### config.mk
export PLATFORM = sky130hd
export DESIGN_NAME = ssfs_top
export DESIGN_NICKNAME = d
export VERILOG_FILES = /design/src/logic/ssfs_pkg.sv /design/src/logic/ssfs_speed_cmp.sv /design/src/logic/ssfs_loss_timer.sv /design/src/logic/ssfs_top.sv
export SDC_FILE = /design/constraint.sdc
export NUM_CORES = 1
export LEC_CHECK = 0
export BUFFER_PORTS_ARGS = -buffer_cell sky130_fd_sc_hd__buf_2
export CORE_MARGIN = 4
export CORE_UTILIZATION = 30
export CTS_CLUSTER_DIAMETER = 120
export CTS_CLUSTER_SIZE = 20
export DETAILED_ROUTE_END_ITERATION = 12
export PLACE_DENSITY = 0.47
export RECOVER_POWER = 25
export SETUP_SLACK_MARGIN = 0.15
export SYNTH_ARGS = -nofsm -noshare
export SYNTH_HDL_FRONTEND = slang
export SYNTH_HIERARCHICAL = 1
export SYNTH_SLANG_ARGS = --single-unit
### constraint.sdc
create_clock -name core_clk -period 4.8 [get_ports core_clk]
set_input_delay 0.48 -clock core_clk [delete_from_list [all_inputs] [get_ports core_clk]]
set_output_delay 0.48 -clock core_clk [all_outputs]
set_load 0.005 [all_outputs]
### src/logic/ssfs_pkg.sv
// Constants, register map and shared types of the speed flag and stop sequence block
package ssfs_pkg;

   // Clock and timing
   localparam int CLK_PERIOD_NS = 40;
   localparam int TICK_PERIOD_NS = 1000000;
   localparam int TICK_CYCLES = (TICK_PERIOD_NS + CLK_PERIOD_NS - 1) / CLK_PERIOD_NS;

   // Speed thresholds in r/min
   localparam logic [14:0] THR_MIN = 15'h000a;
   localparam logic [14:0] THR_MAX = 15'h4e20;
   localparam logic [14:0] THR_RST = 15'h0032;
   localparam int HYST_RPM = 10;

   // Register byte offsets
   localparam logic [7:0] OFF_CTRL = 8'h00;
   localparam logic [7:0] OFF_ZERO_THR = 8'h04;
   localparam logic [7:0] OFF_ARR_THR = 8'h08;
   localparam logic [7:0] OFF_DET_TIME = 8'h0c;
   localparam logic [7:0] OFF_STOP_TQ = 8'h10;
   localparam logic [7:0] OFF_STATUS = 8'h14;
   localparam logic [7:0] OFF_INT_STAT = 8'h18;
   localparam logic [7:0] OFF_INT_MASK = 8'h1c;

   // Control register fields
   localparam int CTRL_TRIP_BIT = 0;
   localparam int CTRL_FCLR_BIT = 1;
   localparam int CTRL_OT_LSB = 4;
   localparam int CTRL_PL_LSB = 8;

   // Reset values
   localparam logic CTRL_TRIP_RST = 1'b1;
   localparam logic [15:0] DET_TIME_RST = 16'h0020;
   localparam logic [9:0] STOP_TQ_RST = 10'h064;

   // Interrupt bit positions
   localparam int INT_ZSP = 0;
   localparam int INT_MATCH = 1;
   localparam int INT_REACH = 2;
   localparam int INT_FAULT = 3;
   localparam int INT_OT = 4;
   localparam int INT_PL = 5;
   localparam int INT_W = 6;

   // Over-travel stop codes
   typedef enum logic [1:0] {
      OT_DB = 2'b00,
      OT_ZERO_TQ = 2'b01,
      OT_ESTOP = 2'b10
   } ssfs_ot_code_t;

   // Stop sequence phases
   typedef enum logic [1:0] {
      PH_RUN = 2'b00,
      PH_DECEL = 2'b01,
      PH_STALL = 2'b10
   } ssfs_phase_t;

   // Actions handed to the power stage and position loop
   typedef struct packed {
      logic dynBrake;
      logic freeRun;
      logic eStop;
      logic zeroTqFwd;
      logic zeroTqRev;
      logic cntHold;
      logic cntClear;
   } ssfs_stop_t;

   // State of one hysteresis comparator
   typedef struct packed {
      logic flag;
   } ssfs_cmp_st_t;

   // State of the power-loss timer
   typedef struct packed {
      logic [15:0] count;
      logic expired;
   } ssfs_tmr_st_t;

endpackage : ssfs_pkg

### src/logic/ssfs_speed_cmp.sv
// Threshold comparator with hysteresis on a speed magnitude
`timescale 1ns/1ps
module ssfs_speed_cmp
   import ssfs_pkg::*;
#(
   parameter int WIDTH = 17,
   parameter bit BELOW = 1'b1
) (
   // Clock and reset
   input wire logic core_clk,
   input wire logic srst,
   // Compare inputs
   input wire logic [WIDTH-1:0] magnitude,
   input wire logic [WIDTH-1:0] threshold,
   // Result
   output logic flag
);

   localparam logic [WIDTH-1:0] HYST = WIDTH'(HYST_RPM);

   ssfs_cmp_st_t st_r;
   ssfs_cmp_st_t st_nxt;
   logic [WIDTH:0] upper;
   logic [WIDTH-1:0] lower;

   always_comb begin
      st_nxt = st_r;
      upper = {1'b0, threshold} + {1'b0, HYST};
      lower = (threshold > HYST) ? (threshold - HYST) : '0;
      if (BELOW) begin
         if (!st_r.flag && (magnitude < threshold)) begin
            st_nxt.flag = 1'b1;
         end else if (st_r.flag && ({1'b0, magnitude} >= upper)) begin
            st_nxt.flag = 1'b0;
         end
      end else begin
         if (!st_r.flag && (magnitude > threshold)) begin
            st_nxt.flag = 1'b1;
         end else if (st_r.flag && (magnitude <= lower)) begin
            st_nxt.flag = 1'b0;
         end
      end
   end

   always_ff @(posedge core_clk) begin
      if (srst) begin
         st_r <= '0;
      end else begin
         st_r <= st_nxt;
      end
   end

   assign flag = st_r.flag;

endmodule : ssfs_speed_cmp

### src/logic/ssfs_loss_timer.sv
// Counts millisecond ticks while main power is off
`timescale 1ns/1ps
module ssfs_loss_timer
   import ssfs_pkg::*;
(
   // Clock and reset
   input wire logic core_clk,
   input wire logic srst,
   // Timing
   input wire logic tick,
   input wire logic powerOff,
   input wire logic [15:0] detectTime,
   // Result
   output logic expired
);

   ssfs_tmr_st_t st_r;
   ssfs_tmr_st_t st_nxt;

   always_comb begin
      st_nxt = st_r;
      if (!powerOff) begin
         st_nxt.count = '0;
         st_nxt.expired = 1'b0;
      end else begin
         if (tick && (st_r.count != 16'hffff)) begin
            st_nxt.count = st_r.count + 16'h0001;
         end
         st_nxt.expired = (st_r.count >= detectTime);
      end
   end

   always_ff @(posedge core_clk) begin
      if (srst) begin
         st_r <= '0;
      end else begin
         st_r <= st_nxt;
      end
   end

   assign expired = st_r.expired;

endmodule : ssfs_loss_timer

### src/logic/ssfs_top.sv
// Speed flags, over-travel and power-loss stop sequence with APB registers
//
// Overview of operation
// Zero-speed flag when speed magnitude below threshold
// Speed-match flag when command error below threshold
// Zero-speed compare uses magnitude, either direction
// Zero-speed compare has 10 r/min hysteresis
// Speed-reached flag when speed exceeds arrival threshold
// Arrival compare uses speed magnitude only
// Speed-reached compare has 10 r/min hysteresis
// Trip select raises undervoltage fault after detect time
// Over-travel code picks brake, zero torque, emergency stop
// After stall zero torque; counter hold or clear
// Emergency stop torque limited by stop torque setting
// Power-loss code 0..9 picks decel, stall, counter
// Flags release only past full hysteresis band
`timescale 1ns/1ps
module ssfs_top
   import ssfs_pkg::*;
#(
   parameter int TICK_CNT = TICK_CYCLES
) (
   // Clock and reset
   input wire logic core_clk,
   input wire logic srst,
   // APB slave
   input wire logic psel,
   input wire logic penable,
   input wire logic pwrite,
   input wire logic [7:0] paddr,
   input wire logic [31:0] pwdata,
   output logic [31:0] prdata,
   output logic pready,
   output logic pslverr,
   // Motor and supply inputs
   input wire logic signed [15:0] motorSpeed,
   input wire logic signed [15:0] speedCmd,
   input wire logic fwdLimitInput,
   input wire logic reverseLimitInput,
   input wire logic mainPowerOn,
   // Speed flags
   output logic zeroSpeedFlag,
   output logic altZeroSpeedPin,
   output logic speedMatchFlag,
   output logic speedReachedFlag,
   // Stop sequence
   output logic mainUndervoltageFault,
   output ssfs_stop_t stopAction,
   output logic torqueLimitEn,
   output logic [9:0] torqueLimit,
   // Interrupt
   output logic irq
);

   typedef struct packed {
      logic tripSel;
      logic [1:0] otCode;
      logic [3:0] plCode;
      logic [14:0] zeroThr;
      logic [14:0] arrThr;
      logic [15:0] detTime;
      logic [9:0] stopTq;
      logic [INT_W-1:0] intStat;
      logic [INT_W-1:0] intMask;
      logic fault;
      ssfs_phase_t phase;
      logic [14:0] tickCnt;
      logic tick;
      logic [2:0] flags;
      logic otPrev;
      logic plPrev;
      ssfs_stop_t stop;
      logic tqLimitEn;
      logic [9:0] tqLimit;
      logic irq;
      logic pready;
      logic pslverr;
      logic [31:0] prdata;
   } ssfs_top_st_t;

   ssfs_top_st_t st_r;
   ssfs_top_st_t st_nxt;

   // Speed magnitudes and comparator array
   logic [16:0] speedMag;
   logic [16:0] errMag;
   logic signed [16:0] speedErr;
   logic [16:0] cmpMag [3];
   logic [16:0] cmpThr [3];
   logic [2:0] cmpFlag;
   logic lossExpired;

   assign speedErr = 17'(speedCmd) - 17'(motorSpeed);
   assign speedMag = motorSpeed[15] ? 17'(-17'(motorSpeed)) : 17'(motorSpeed);
   assign errMag = speedErr[16] ? 17'(-speedErr) : 17'(speedErr);
   assign cmpMag[0] = speedMag;
   assign cmpThr[0] = {2'b00, st_r.zeroThr};
   assign cmpMag[1] = errMag;
   assign cmpThr[1] = {2'b00, st_r.zeroThr};
   assign cmpMag[2] = speedMag;
   assign cmpThr[2] = {2'b00, st_r.arrThr};

   genvar gi;
   generate
      for (gi = 0; gi < 3; gi++) begin : g_cmp
         ssfs_speed_cmp #(
            .WIDTH(17),
            .BELOW(gi != 2)
         ) u_cmp (
            .core_clk(core_clk),
            .srst(srst),
            .magnitude(cmpMag[gi]),
            .threshold(cmpThr[gi]),
            .flag(cmpFlag[gi])
         );
      end
   endgenerate

   ssfs_loss_timer u_timer (
      .core_clk(core_clk),
      .srst(srst),
      .tick(st_r.tick),
      .powerOff(!mainPowerOn),
      .detectTime(st_r.detTime),
      .expired(lossExpired)
   );

   function automatic logic [14:0] clampThr(input logic [31:0] v);
      if (v < 32'(THR_MIN)) begin
         return THR_MIN;
      end else if (v > 32'(THR_MAX)) begin
         return THR_MAX;
      end
      return v[14:0];
   endfunction : clampThr

   logic apbAccess;
   logic apbDone;
   logic [31:0] rdVal;
   logic rdErr;
   logic otActive;
   logic plActive;
   logic stalled;
   logic [INT_W-1:0] events;
   logic [INT_W-1:0] w1c;

   always_comb begin
      st_nxt = st_r;
      apbAccess = psel && penable;
      apbDone = apbAccess && st_r.pready;
      otActive = fwdLimitInput || reverseLimitInput;
      plActive = !mainPowerOn;
      stalled = cmpFlag[0];
      w1c = '0;
      rdErr = 1'b0;
      rdVal = '0;

      // Millisecond tick divider
      st_nxt.tick = 1'b0;
      if (st_r.tickCnt >= 15'(TICK_CNT - 1)) begin
         st_nxt.tickCnt = '0;
         st_nxt.tick = 1'b1;
      end else begin
         st_nxt.tickCnt = st_r.tickCnt + 15'h0001;
      end

      // Read mux
      case (paddr)
         OFF_CTRL: begin
            rdVal[CTRL_TRIP_BIT] = st_r.tripSel;
            rdVal[CTRL_OT_LSB +: 2] = st_r.otCode;
            rdVal[CTRL_PL_LSB +: 4] = st_r.plCode;
         end
         OFF_ZERO_THR: rdVal[14:0] = st_r.zeroThr;
         OFF_ARR_THR: rdVal[14:0] = st_r.arrThr;
         OFF_DET_TIME: rdVal[15:0] = st_r.detTime;
         OFF_STOP_TQ: rdVal[9:0] = st_r.stopTq;
         OFF_STATUS: rdVal[9:0] = {st_r.phase, st_r.fault, plActive, otActive, 2'b00, st_r.flags};
         OFF_INT_STAT: rdVal[INT_W-1:0] = st_r.intStat;
         OFF_INT_MASK: rdVal[INT_W-1:0] = st_r.intMask;
         default: rdErr = 1'b1;
      endcase

      // APB answer one cycle into the access phase
      st_nxt.pready = apbAccess && !st_r.pready;
      if (apbAccess && !st_r.pready) begin
         st_nxt.prdata = pwrite ? 32'h00000000 : (rdErr ? 32'h00000000 : rdVal);
         st_nxt.pslverr = rdErr;
      end else begin
         st_nxt.pslverr = 1'b0;
      end

      // Register writes
      if (apbDone && pwrite) begin
         case (paddr)
            OFF_CTRL: begin
               st_nxt.tripSel = pwdata[CTRL_TRIP_BIT];
               st_nxt.otCode = pwdata[CTRL_OT_LSB +: 2];
               st_nxt.plCode = pwdata[CTRL_PL_LSB +: 4];
               if (pwdata[CTRL_FCLR_BIT] && mainPowerOn) begin
                  st_nxt.fault = 1'b0;
               end
            end
            OFF_ZERO_THR: st_nxt.zeroThr = clampThr(pwdata);
            OFF_ARR_THR: st_nxt.arrThr = clampThr(pwdata);
            OFF_DET_TIME: st_nxt.detTime = pwdata[15:0];
            OFF_STOP_TQ: st_nxt.stopTq = pwdata[9:0];
            OFF_INT_STAT: w1c = pwdata[INT_W-1:0];
            OFF_INT_MASK: st_nxt.intMask = pwdata[INT_W-1:0];
            default: ;
         endcase
      end

      // Undervoltage fault
      if (st_r.tripSel && lossExpired) begin
         st_nxt.fault = 1'b1;
      end

      // Flags to pins
      st_nxt.flags = cmpFlag;

      // Stop sequence phases
      st_nxt.otPrev = otActive;
      st_nxt.plPrev = plActive;
      case (st_r.phase)
         PH_RUN: begin
            if (otActive || plActive) begin
               st_nxt.phase = PH_DECEL;
            end
         end
         PH_DECEL: begin
            if (!otActive && !plActive) begin
               st_nxt.phase = PH_RUN;
            end else if (stalled) begin
               st_nxt.phase = PH_STALL;
            end
         end
         PH_STALL: begin
            if (!otActive && !plActive) begin
               st_nxt.phase = PH_RUN;
            end
         end
         default: st_nxt.phase = PH_RUN;
      endcase

      // Actions for the coming phase
      st_nxt.stop = '0;
      st_nxt.tqLimitEn = 1'b0;
      st_nxt.tqLimit = '0;
      if (st_nxt.phase != PH_RUN) begin
         if (plActive) begin
            if (st_r.tripSel && st_nxt.fault) begin
               st_nxt.stop.dynBrake = 1'b1;
               st_nxt.stop.cntClear = 1'b1;
            end else if (st_r.plCode >= 4'h8 && st_r.plCode <= 4'h9) begin
               st_nxt.stop.eStop = (st_nxt.phase == PH_DECEL);
               st_nxt.stop.dynBrake = (st_nxt.phase == PH_STALL);
               st_nxt.stop.cntClear = 1'b1;
            end else if (st_r.plCode <= 4'h7) begin
               if (st_nxt.phase == PH_DECEL) begin
                  st_nxt.stop.freeRun = st_r.plCode[0];
               end else begin
                  st_nxt.stop.freeRun = st_r.plCode[1];
               end
               st_nxt.stop.dynBrake = !st_nxt.stop.freeRun;
               st_nxt.stop.cntHold = st_r.plCode[2];
               st_nxt.stop.cntClear = !st_r.plCode[2];
            end else begin
               st_nxt.stop.dynBrake = 1'b1;
               st_nxt.stop.cntClear = 1'b1;
            end
         end else begin
            if (st_nxt.phase == PH_STALL) begin
               st_nxt.stop.zeroTqFwd = fwdLimitInput;
               st_nxt.stop.zeroTqRev = reverseLimitInput;
            end else begin
               case (st_r.otCode)
                  OT_ZERO_TQ: begin
                     st_nxt.stop.zeroTqFwd = fwdLimitInput;
                     st_nxt.stop.zeroTqRev = reverseLimitInput;
                  end
                  OT_ESTOP: st_nxt.stop.eStop = 1'b1;
                  default: st_nxt.stop.dynBrake = 1'b1;
               endcase
            end
            if (st_r.otCode == OT_ESTOP) begin
               st_nxt.stop.cntClear = (st_r.phase != st_nxt.phase);
            end else begin
               st_nxt.stop.cntHold = 1'b1;
            end
         end
      end
      if (st_nxt.stop.eStop) begin
         st_nxt.tqLimitEn = 1'b1;
         st_nxt.tqLimit = st_r.stopTq;
      end

      // Sticky interrupt status, set wins over clear
      events[INT_ZSP] = cmpFlag[0] && !st_r.flags[0];
      events[INT_MATCH] = cmpFlag[1] && !st_r.flags[1];
      events[INT_REACH] = cmpFlag[2] && !st_r.flags[2];
      events[INT_FAULT] = st_nxt.fault && !st_r.fault;
      events[INT_OT] = otActive && !st_r.otPrev;
      events[INT_PL] = plActive && !st_r.plPrev;
      st_nxt.intStat = (st_r.intStat & ~w1c) | events;
      st_nxt.irq = |(st_nxt.intStat & st_nxt.intMask);
   end

   always_ff @(posedge core_clk) begin
      if (srst) begin
         st_r <= '0;
         st_r.tripSel <= CTRL_TRIP_RST;
         st_r.zeroThr <= THR_RST;
         st_r.arrThr <= THR_RST;
         st_r.detTime <= DET_TIME_RST;
         st_r.stopTq <= STOP_TQ_RST;
         st_r.phase <= PH_RUN;
      end else begin
         st_r <= st_nxt;
      end
   end

   // Outputs straight from the state register
   assign prdata = st_r.prdata;
   assign pready = st_r.pready;
   assign pslverr = st_r.pslverr;
   assign zeroSpeedFlag = st_r.flags[0];
   assign altZeroSpeedPin = st_r.flags[0];
   assign speedMatchFlag = st_r.flags[1];
   assign speedReachedFlag = st_r.flags[2];
   assign mainUndervoltageFault = st_r.fault;
   assign stopAction = st_r.stop;
   assign torqueLimitEn = st_r.tqLimitEn;
   assign torqueLimit = st_r.tqLimit;
   assign irq = st_r.irq;

endmodule : ssfs_top

==> results.md, run 1 <==
* Run status: complete, but fails checks
* Violations in the final reports: capacitance limit, slew limit
* Hold Crit Start: fwdLimitInput
* Gr usage total at between 15 and 20%
* Critical Path, Cell by Cell: buf_2 -> ha_1 -> fa_1 -> nor2b_1 -> o2111ai_1 -> a31oi_1 -> o31ai_2 -> nor2b_1 -> o31a_1 -> nor2_1 -> xnor2_1 -> ha_1 -> a211o_1 -> a21oi_1 -> nor3_1 -> a211oi_1 -> a21oi_1 -> o32ai_2
* Critical path peak fanout at 8
* Setup repair after global routing missed its margin: false
* Number of distinct library cells after synthesis at 90
* Syn Inst Count at between 1000 and 1500
* Overflow left after global routing at 0
* Standard cell area after detailed placement at about 13000 µm²
* Number of remaining DRC errors at 0
* Standard-cell row count at a little over 70
* Setup slack of the worst register-to-register path at ~1.6 ns
* Vertical die dimension at 208 µm
* Die extent in x at about 210 µm
* Origin of the critical flop-to-flop path: cmpThr[19]
* Router iterations before antenna repair at 5
* Cell with the largest stage delay on the worst path: sky130_fd_sc_hd__fa_1
* Die ar. at between 40000 and 50000 µm²
* HP Class: in2reg
* WL/cell at between 15 and 20 µm
* CP Launch Type: input port
* Number of I/O pins at ~140
* I/O Buffers at roughly 120
* Sum of negative setup slack at 0 ns
* Pin count of the biggest net entering global routing at 60
* Area occupied by multi-input gates at 8020 µm²
* Top cells by area, synth: sky130_fd_sc_hd__dfxtp_1 26%, sky130_fd_sc_hd__ha_1 15%, sky130_fd_sc_hd__xnor2_1 5.4%, sky130_fd_sc_hd__nand2_1 4.9%, sky130_fd_sc_hd__a21oi_1 4.5%
* Antenna Violating Nets Remaining at 0
* Fillers at 4194
* Data required, critical path at approximately 5.1 ns
* Type of the worst setup path: in2reg
* Crit path arrival time at 4.40 ns
* Core area at a little under 40000 µm²
* Count of state elements after synthesis at 155
* Inserted Clock Buffers at 17
* Post-DR vias/cell at approximately 5.2
* Sequential standard cell area at a little over 3000 µm²
* CTS tree: done
* Vias in the first global route at 10427
* Worst min-delay path endpoint: stopAction[3]
* Max clock buf depth at 2
* Slew Limit Fails at 45
* Wire length of the first global-routing pass at around 60000 µm
* Hold path depth at 3
* Final core utilization at 34.1%
* Sequential element share of the synthesized area at around a quarter
* Main flop type after synthesis: sky130_fd_sc_hd__dfxtp_1
* # hold bufs at CTS at 0
* Pwr/cell area at between 200 and 300 nW/µm²
* VDD IR-drop max at approximately 210 µV
* CTS Root Cell: sky130_fd_sc_hd__clkbuf_16
* Design Power at roughly 3400 µW
* Total of warnings raised by yosys at 6
* Overall via count from detail_route at between 10000 and 15000
* Highest Clock Rate at 0.246 GHz
* Worst skew pair latency at around 0.43 ns
* DRT iter0 DRCs at between 600 and 700
* Area added between synthesis and finish at 11.2%
* Clock tree sinks at 155
* HPWL after detailed placement at around 30000 µm
* N_diodes at 0
* H-Tree Depth at 4
* Cell type with the highest aggregate area in the netlist: sky130_fd_sc_hd__dfxtp_1
* Static power due to leakage at ~0.0054 µW
* Number of buffers added for setup after CTS at 0
* Share of cells above drive strength 1 at 11.7%
* Count of flip-flops with a built-in enable after synthesis at 0
* Starting density of the core at 30.7%
* Number of failing hold endpoints at the final stage at 0
* End of the worst register-to-register path: g_cmp[1].u_cmp/flag
* Post-synth top area share at 25.9%
* Largest clock skew in the final design at approximately 0.018 ns
* Endpoint kind of the worst setup timing path: register
* Pin slew with the least headroom to its limit at approximately 2.2 ns
* Minimum period implied by the final worst setup slack at approximately 4 ns
* Number of gates resized after cts at 0
* Worst stage delay on the critical path at between 0.4 and 0.5 ns
* Mean instance size in the synthesized netlist at about 8 µm²
* Clock input transition at the sequential cells of the worst setup and hold paths at ~0.070 ns
* Async S/R FF share, synth at 0%
* Post-route fraction of the period consumed by the critical path at about 85%
* Net total in the final layout at between 1500 and 2000
* Final setup fails at 0
* Length in cells of the worst reg-to-reg path at 12
* Number of max-capacitance violations reported at 1
* Worst slew slack as a fraction of its limit at -48.5%
* Final wirelength at around 38000 µm
* Summed instance area of the synthesized netlist at approximately 12000 µm²
* Final Instance Area at between 10000 and 15000 µm²
* Final weighted congestion in routability-driven placement at between 0.8 and 0.9
* Initial antenna violation count at 1
[per-layer routing]
metal / track usage, % / share of wire, % / vias to the layer above
met3: 2.64 / 3.9 / 39
met1: 24.1 / 49 / 5161
met5: 0 / 0.024 / -
met4: 3.47 / 1.8 / 2
met2: 27.6 / 46 / 233
li1: - / - / 5411
[registers in the layout, summed over array words and instances, names as in the netlist]
name / flops
irq: 1
u_timer/st_r: 16
pready: 1
altZeroSpeedPin: 1
cmpThr: 30
pslverr: 1
g_cmp.u_cmp/flag: 3
prdata: 16
torqueLimit: 10
speedMatchFlag: 1
speedReachedFlag: 1
st_r: 65
u_timer/expired: 1
stopAction: 7
mainUndervoltageFault: 1
[Yosys cell counts (18+ instances only)]
library cell and n:
sky130_fd_sc_hd__nor2b_1 22, sky130_fd_sc_hd__dfxtp_1 155, sky130_fd_sc_hd__buf_4 52, sky130_fd_sc_hd__nand2_1 158, sky130_fd_sc_hd__xor2_1 18, sky130_fd_sc_hd__nor2_1 142
sky130_fd_sc_hd__ha_1 141, sky130_fd_sc_hd__mux2i_1 37, sky130_fd_sc_hd__clkbuf_1 32, sky130_fd_sc_hd__a211oi_1 23, sky130_fd_sc_hd__xnor2_1 74, sky130_fd_sc_hd__a21oi_1 109
sky130_fd_sc_hd__inv_1 107, sky130_fd_sc_hd__nand4_1 31, sky130_fd_sc_hd__o21ai_0 42, sky130_fd_sc_hd__nand3_1 53, sky130_fd_sc_hd__nor3_1 27
[cell usage in the layout (no fill, tap or decap), types with 8 or more instances in the layout]
| cell | n |
|---|---|
| sky130_fd_sc_hd__a221oi_1 | 8 |
| sky130_fd_sc_hd__and3_1 | 14 |
| sky130_fd_sc_hd__xor2_1 | 18 |
| sky130_fd_sc_hd__nand2_1 | 158 |
| sky130_fd_sc_hd__nor2_1 | 142 |
| sky130_fd_sc_hd__clkbuf_1 | 23 |
| sky130_fd_sc_hd__clkbuf_16 | 17 |
| sky130_fd_sc_hd__ha_1 | 141 |
| sky130_fd_sc_hd__o211ai_1 | 15 |
| sky130_fd_sc_hd__dfxtp_1 | 155 |
| sky130_fd_sc_hd__nor2b_1 | 22 |
| sky130_fd_sc_hd__conb_1 | 31 |
| sky130_fd_sc_hd__mux2i_1 | 37 |
| sky130_fd_sc_hd__a21oi_1 | 109 |
| sky130_fd_sc_hd__and2_1 | 17 |
| sky130_fd_sc_hd__nand3_1 | 53 |
| sky130_fd_sc_hd__nor4_1 | 17 |
| sky130_fd_sc_hd__nor3_1 | 27 |
| sky130_fd_sc_hd__a22oi_1 | 9 |
| sky130_fd_sc_hd__xnor2_1 | 74 |
| sky130_fd_sc_hd__a31oi_1 | 12 |
| sky130_fd_sc_hd__a211oi_1 | 23 |
| sky130_fd_sc_hd__nand2b_1 | 10 |
| sky130_fd_sc_hd__o21ai_0 | 42 |
| sky130_fd_sc_hd__a21o_1 | 9 |
| sky130_fd_sc_hd__nand4_1 | 31 |
| sky130_fd_sc_hd__buf_2 | 100 |
| sky130_fd_sc_hd__inv_1 | 107 |
[report_power, final]
part	switching, µW	leakage (µW)	internal, µW
Clock	552	0.000274	778
Combinational	454	0.00383	312
Sequential	31.3	0.00125	1310
[through the flow]
stage | hold WS (ns) | worst slack, ns | cells
finish | 0.296 | 0.735 | 2099
global route | 0.294 | 0.396 | 2099
CTS | 0.279 | 0.785 | 2099
detailed placement | 0.445 | 0.337 | 2068
global placement | 0.439 | 0.458 | 2068
floorplan | 0.426 | 1.04 | 1523
[cells by family (layout without fill, tap and decap cells)]
| logic type | after synthesis | in the layout | synth area share [%] |
|---|---|---|---|
| AOI/OAI and AO/OA | 305 | 305 | 17.0 |
| and+or+nand+nor | 547 | 547 | 22.8 |
| xor gates and xnor gates | 92 | 92 | 6.72 |
| adders and majority gates | 142 | 142 | 14.9 |
| other | 1 | 31 | 0.0313 |
| buffers and inverters | 205 | 263 | 8.28 |
| DFF | 155 | 155 | 25.9 |
| muxes | 46 | 46 | 4.40 |
[critical path: cells and delay by family]
kind            cells  cell delay [ns]
xor+xnor            1             0.22
buf+inv             1             0.14
simple gates        4             0.59
compound gates      9             2.05
fa+ha+maj           3             0.92
[worst max path at each step]
stage,from,endpoint
after floorplan,speedCmd[0],g_cmp[1].u_cmp/flag
final,motorSpeed[0],g_cmp[1].u_cmp/flag
after detailed placement,motorSpeed[0],g_cmp[1].u_cmp/flag
after global placement,motorSpeed[0],g_cmp[1].u_cmp/flag
after CTS,motorSpeed[0],g_cmp[1].u_cmp/flag
after global routing,motorSpeed[0],g_cmp[1].u_cmp/flag
[final cells by class]
class	instances	share of cell area (%)
repair buffers	125	4.55
clock inverters	10	0.872
clock buffers	21	3.38
inverters	107	3.01
flip-flops and latches	155	23.3
well taps	518	4.86
multi-input cells	1163	60.1
Note: power is estimated with default switching activity, not from simulation.
==> inputs of run 2 (changes only) <==
clock period = 3.79 ns   (was 4.8 ns; I/O delays follow)
==> run 2 against run 1 <==
The flow still finishes with violations (capacitance limit, slew limit). Global-route usage up 0.62 points. Total power up 39%. Register-to-register slack worse by 1.2 ns. Clock-buffer cell count down 3. First-iteration DRC count up 11%. Sequential power up 27%. Final area up 7.3%. Via count up 4.1%. Clock skew down 0.0073 ns. Clock power up 39%. Critical path type unchanged. Critical endpoint unchanged. Largest power group is now the clock network.
==> results.md, run 2 (synthesis gave the netlist of run 1 again) <==
* CP Launch Type: input port (unchanged)
* Fillers at 4158 (was 4194)
* Final Instance Area at 14300 µm² (was 13300 µm²)
* Crit path buf inv count at 1 (unchanged)
* HPWL after detailed placement at 31000 µm (was 29900 µm)
* I/O Buffers at 121 (unchanged)
* Core area at 39100 µm² (unchanged)
* Pin count of the biggest net entering global routing at 45 (was 60)
* Final wirelength at 38800 µm (was 37500 µm)
* Inserted Clock Buffers at 17 (unchanged)
* Sum of negative setup slack at 0 ns (unchanged)
* Overflow left after global routing at 0 (unchanged)
* Worst setup slack after layout at 0.322 ns (was 0.735 ns)
* Endpoint kind of the worst setup timing path: register (unchanged)
* Vertical die dimension at 208 µm (unchanged)
* Critical path peak fanout at 5 (was 8)
* Die extent in x at 208 µm (unchanged)
* Router iterations before antenna repair at 5 (unchanged)
* Origin of the critical flop-to-flop path: cmpThr[1] (was cmpThr[19])
* Standard-cell row count at 72 (unchanged)
* Violations in the final reports: capacitance limit, slew limit (unchanged)
* CTS tree: done (unchanged)
* # hold bufs at CTS at 0 (unchanged)
* Run status: complete, but fails checks (unchanged)
* WL/cell at 17.7 µm (was 17.9 µm)
* Starting density of the core at 30.7% (unchanged)
* Net total in the final layout at 1890 (was 1791)
* DRT iter0 DRCs at 775 (was 697)
* Static power due to leakage at 0.00588 µW (was 0.00535 µW)
* Highest Clock Rate at between 0.2 and 0.3 GHz
* Worst stage delay on the critical path at 0.43 ns (was 0.41 ns)
* HP Class: in2reg (unchanged)
* Hold path depth at 3 (unchanged)
* Largest clock skew in the final design at 0.0108 ns (was 0.0181 ns)
* Worst slack after detailed placement at -0.323 ns (was 0.337 ns)
* Max FFs per register at 65 (unchanged)
* Post-DR vias/cell at 5.13 (was 5.17)
* Pwr/cell area at 333 nW/µm² (was 258 nW/µm²)
* Worst min-delay path endpoint: stopAction[3] (unchanged)
* Worst slew slack as a fraction of its limit at -40.1% (was -48.5%)
* Filler-free cell count of the finished design at 2199 (was 2099)
* Antenna Violating Nets Remaining at 0 (unchanged)
* Post-route fraction of the period consumed by the critical path at about nine tenths
* Total placed cells including tap cells at 2162 (was 2068)
* Setup slack of the worst register-to-register path at 0.40 ns (was 1.55 ns)
* Setup repair after global routing missed its margin: false (unchanged)
* Clock tree sinks at 155 (unchanged)
* Pin slew with the least headroom to its limit at 2.10 ns (was 2.23 ns)
* Clock input transition at the sequential cells of the worst setup and hold paths at 0.07 ns (about the same)
* End of the worst register-to-register path: g_cmp[2].u_cmp/flag (was g_cmp[1].u_cmp/flag)
* Slew Limit Fails at 45 (unchanged)
* VDD IR-drop max at 275 µV (was 209 µV)
* Final weighted congestion in routability-driven placement at 0.887 (was 0.876)
* Vias in the first global route at 10965 (was 10427)
* Number of failing hold endpoints at the final stage at 0 (unchanged)
* Crit path arrival time at 3.82 ns (was 4.40 ns)
* Share of cells above drive strength 1 at 18.3% (was 11.7%)
* Wire length of the first global-routing pass at 61500 µm (was 59300 µm)
* Worst skew pair latency at 0.44 ns (was 0.43 ns)
* Type of the worst setup path: in2reg (unchanged)
* Minimum period implied by the final worst setup slack at 3.47 ns
* Number of remaining DRC errors at 0 (unchanged)
* Overall via count from detail_route at 11291 (was 10846)
* Top cell family by delay on the critical path: simple AND/OR/NAND/NOR gates (was compound AO/OA/AOI/OAI gates)
* Cell with the largest stage delay on the worst path: sky130_fd_sc_hd__or3_4 (was sky130_fd_sc_hd__fa_1)
* Gr usage total at 17.6% (was 17.0%)
* Length in cells of the worst reg-to-reg path at 14 (was 12)
* Area occupied by multi-input gates at 8190 µm² (was 8020 µm²)
* Initial antenna violation count at 1 (unchanged)
* Most frequent cells in the layout: 156 x sky130_fd_sc_hd__nand2_1, 155 x sky130_fd_sc_hd__dfxtp_1, 142 x sky130_fd_sc_hd__nor2_1 (was 158 x sky130_fd_sc_hd__nand2_1, 155 x sky130_fd_sc_hd__dfxtp_1, 142 x sky130_fd_sc_hd__nor2_1)
* Final setup fails at 0 (unchanged)
* CTS Root Cell: sky130_fd_sc_hd__clkbuf_16 (unchanged)
* Top reg by flops: st_r (unchanged)
* Number of max-capacitance violations reported at 1 (unchanged)
* Critical Path, Cell by Cell: buf_2 -> ha_2 -> fa_2 -> nor2b_4 -> o21a_1 -> nor2_1 -> xnor2_1 -> or3_4 -> or3_4 -> o21ai_2 -> xnor2_1 -> ha_1 -> a211oi_1 -> o21ai_0 -> o211ai_1 -> a21oi_2 -> o32ai_2 (was buf_2 -> ha_1 -> fa_1 -> nor2b_1 -> o2111ai_1 -> a31oi_1 -> o31ai_2 -> nor2b_1 -> o31a_1 -> nor2_1 -> xnor2_1 -> ha_1 -> a211o_1 -> a21oi_1 -> nor3_1 -> a211oi_1 -> a21oi_1 -> o32ai_2)
* Die ar. at 43300 µm² (unchanged)
* Area added between synthesis and finish at 19.3% (was 11.2%)
* Data required, critical path at 4.15 ns (was 5.14 ns)
* N_diodes at 0 (unchanged)
* Standard cell area after detailed placement at 13500 µm² (was 12800 µm²)
* Most common cell after layout, fill and taps aside: sky130_fd_sc_hd__nand2_1 (unchanged)
* Hold Crit Start: fwdLimitInput (unchanged)
* H-Tree Depth at 4 (unchanged)
* Number of I/O pins at 138 (unchanged)
* Sequential standard cell area at 3100 µm² (unchanged)
* Max clock buf depth at 2 (unchanged)
==> run 2: report_power, final <==
group / internal, µW / switching (µW)
clock: 1120 / 725
combinational: 577 / 646
sequential: 1660 / 40.1
==> run 2: repair_timing <==
action,4_1_cts,5_1_grt
hold endpoints to repair,0,0
endpoints found under the setup margin,1,1
gates resized for setup,2,35
pin swaps,1,18
buffers inserted,1,4
==> run 2: area by class of cell <==
cell class	count	share of cell area, %
timing repair buffer	224	9.41
inverter	107	2.80
sequential	155	21.7
multi-input combinational	1163	57.2
clock buffer	18	3.07
clock inverter	14	1.35
tap	518	4.53
==> run 2: metal layers <==
layer / up-vias / GRT usage, % / wire length [µm]
met5: - / 0 / 13
met4: 2 / 3.94 / 682
met3: 42 / 2.76 / 1670
met2: 240 / 28.4 / 17800
met1: 5391 / 24.9 / 18700
li1: 5616 / - / -
==> run 2: stage by stage <==
stage | power [µW] | hold slack (ns) | utilization (%)
floorplan | 2420 | 0.426 | -
global placement | 2870 | 0.439 | 34.6
detailed placement | 2890 | 0.452 | 34.6
CTS | 4750 | 0.160 | 36.2
global route | 5050 | 0.179 | 36.6
finish | 4770 | 0.178 | 36.6
==> run 2: worst min-delay path, cell delays in order <==
cell and delay [ns]:
sky130_fd_sc_hd__clkbuf_1 0.10, sky130_fd_sc_hd__inv_1 0.05, sky130_fd_sc_hd__nor2_1 0.03
==> run 2: worst max-delay path by stage <==
stage / cells after the start / slack (ns) / start / to
floorplan: 17 / 0.15 / motorSpeed[4] / g_cmp[1].u_cmp/flag
global placement: 18 / -0.23 / motorSpeed[2] / g_cmp[1].u_cmp/flag
detailed placement: 18 / -0.32 / motorSpeed[2] / g_cmp[1].u_cmp/flag
CTS: 18 / 0.15 / motorSpeed[4] / g_cmp[1].u_cmp/flag
global route: 20 / 0.08 / speedCmd[0] / g_cmp[1].u_cmp/flag
finish: 17 / 0.32 / motorSpeed[0] / g_cmp[1].u_cmp/flag
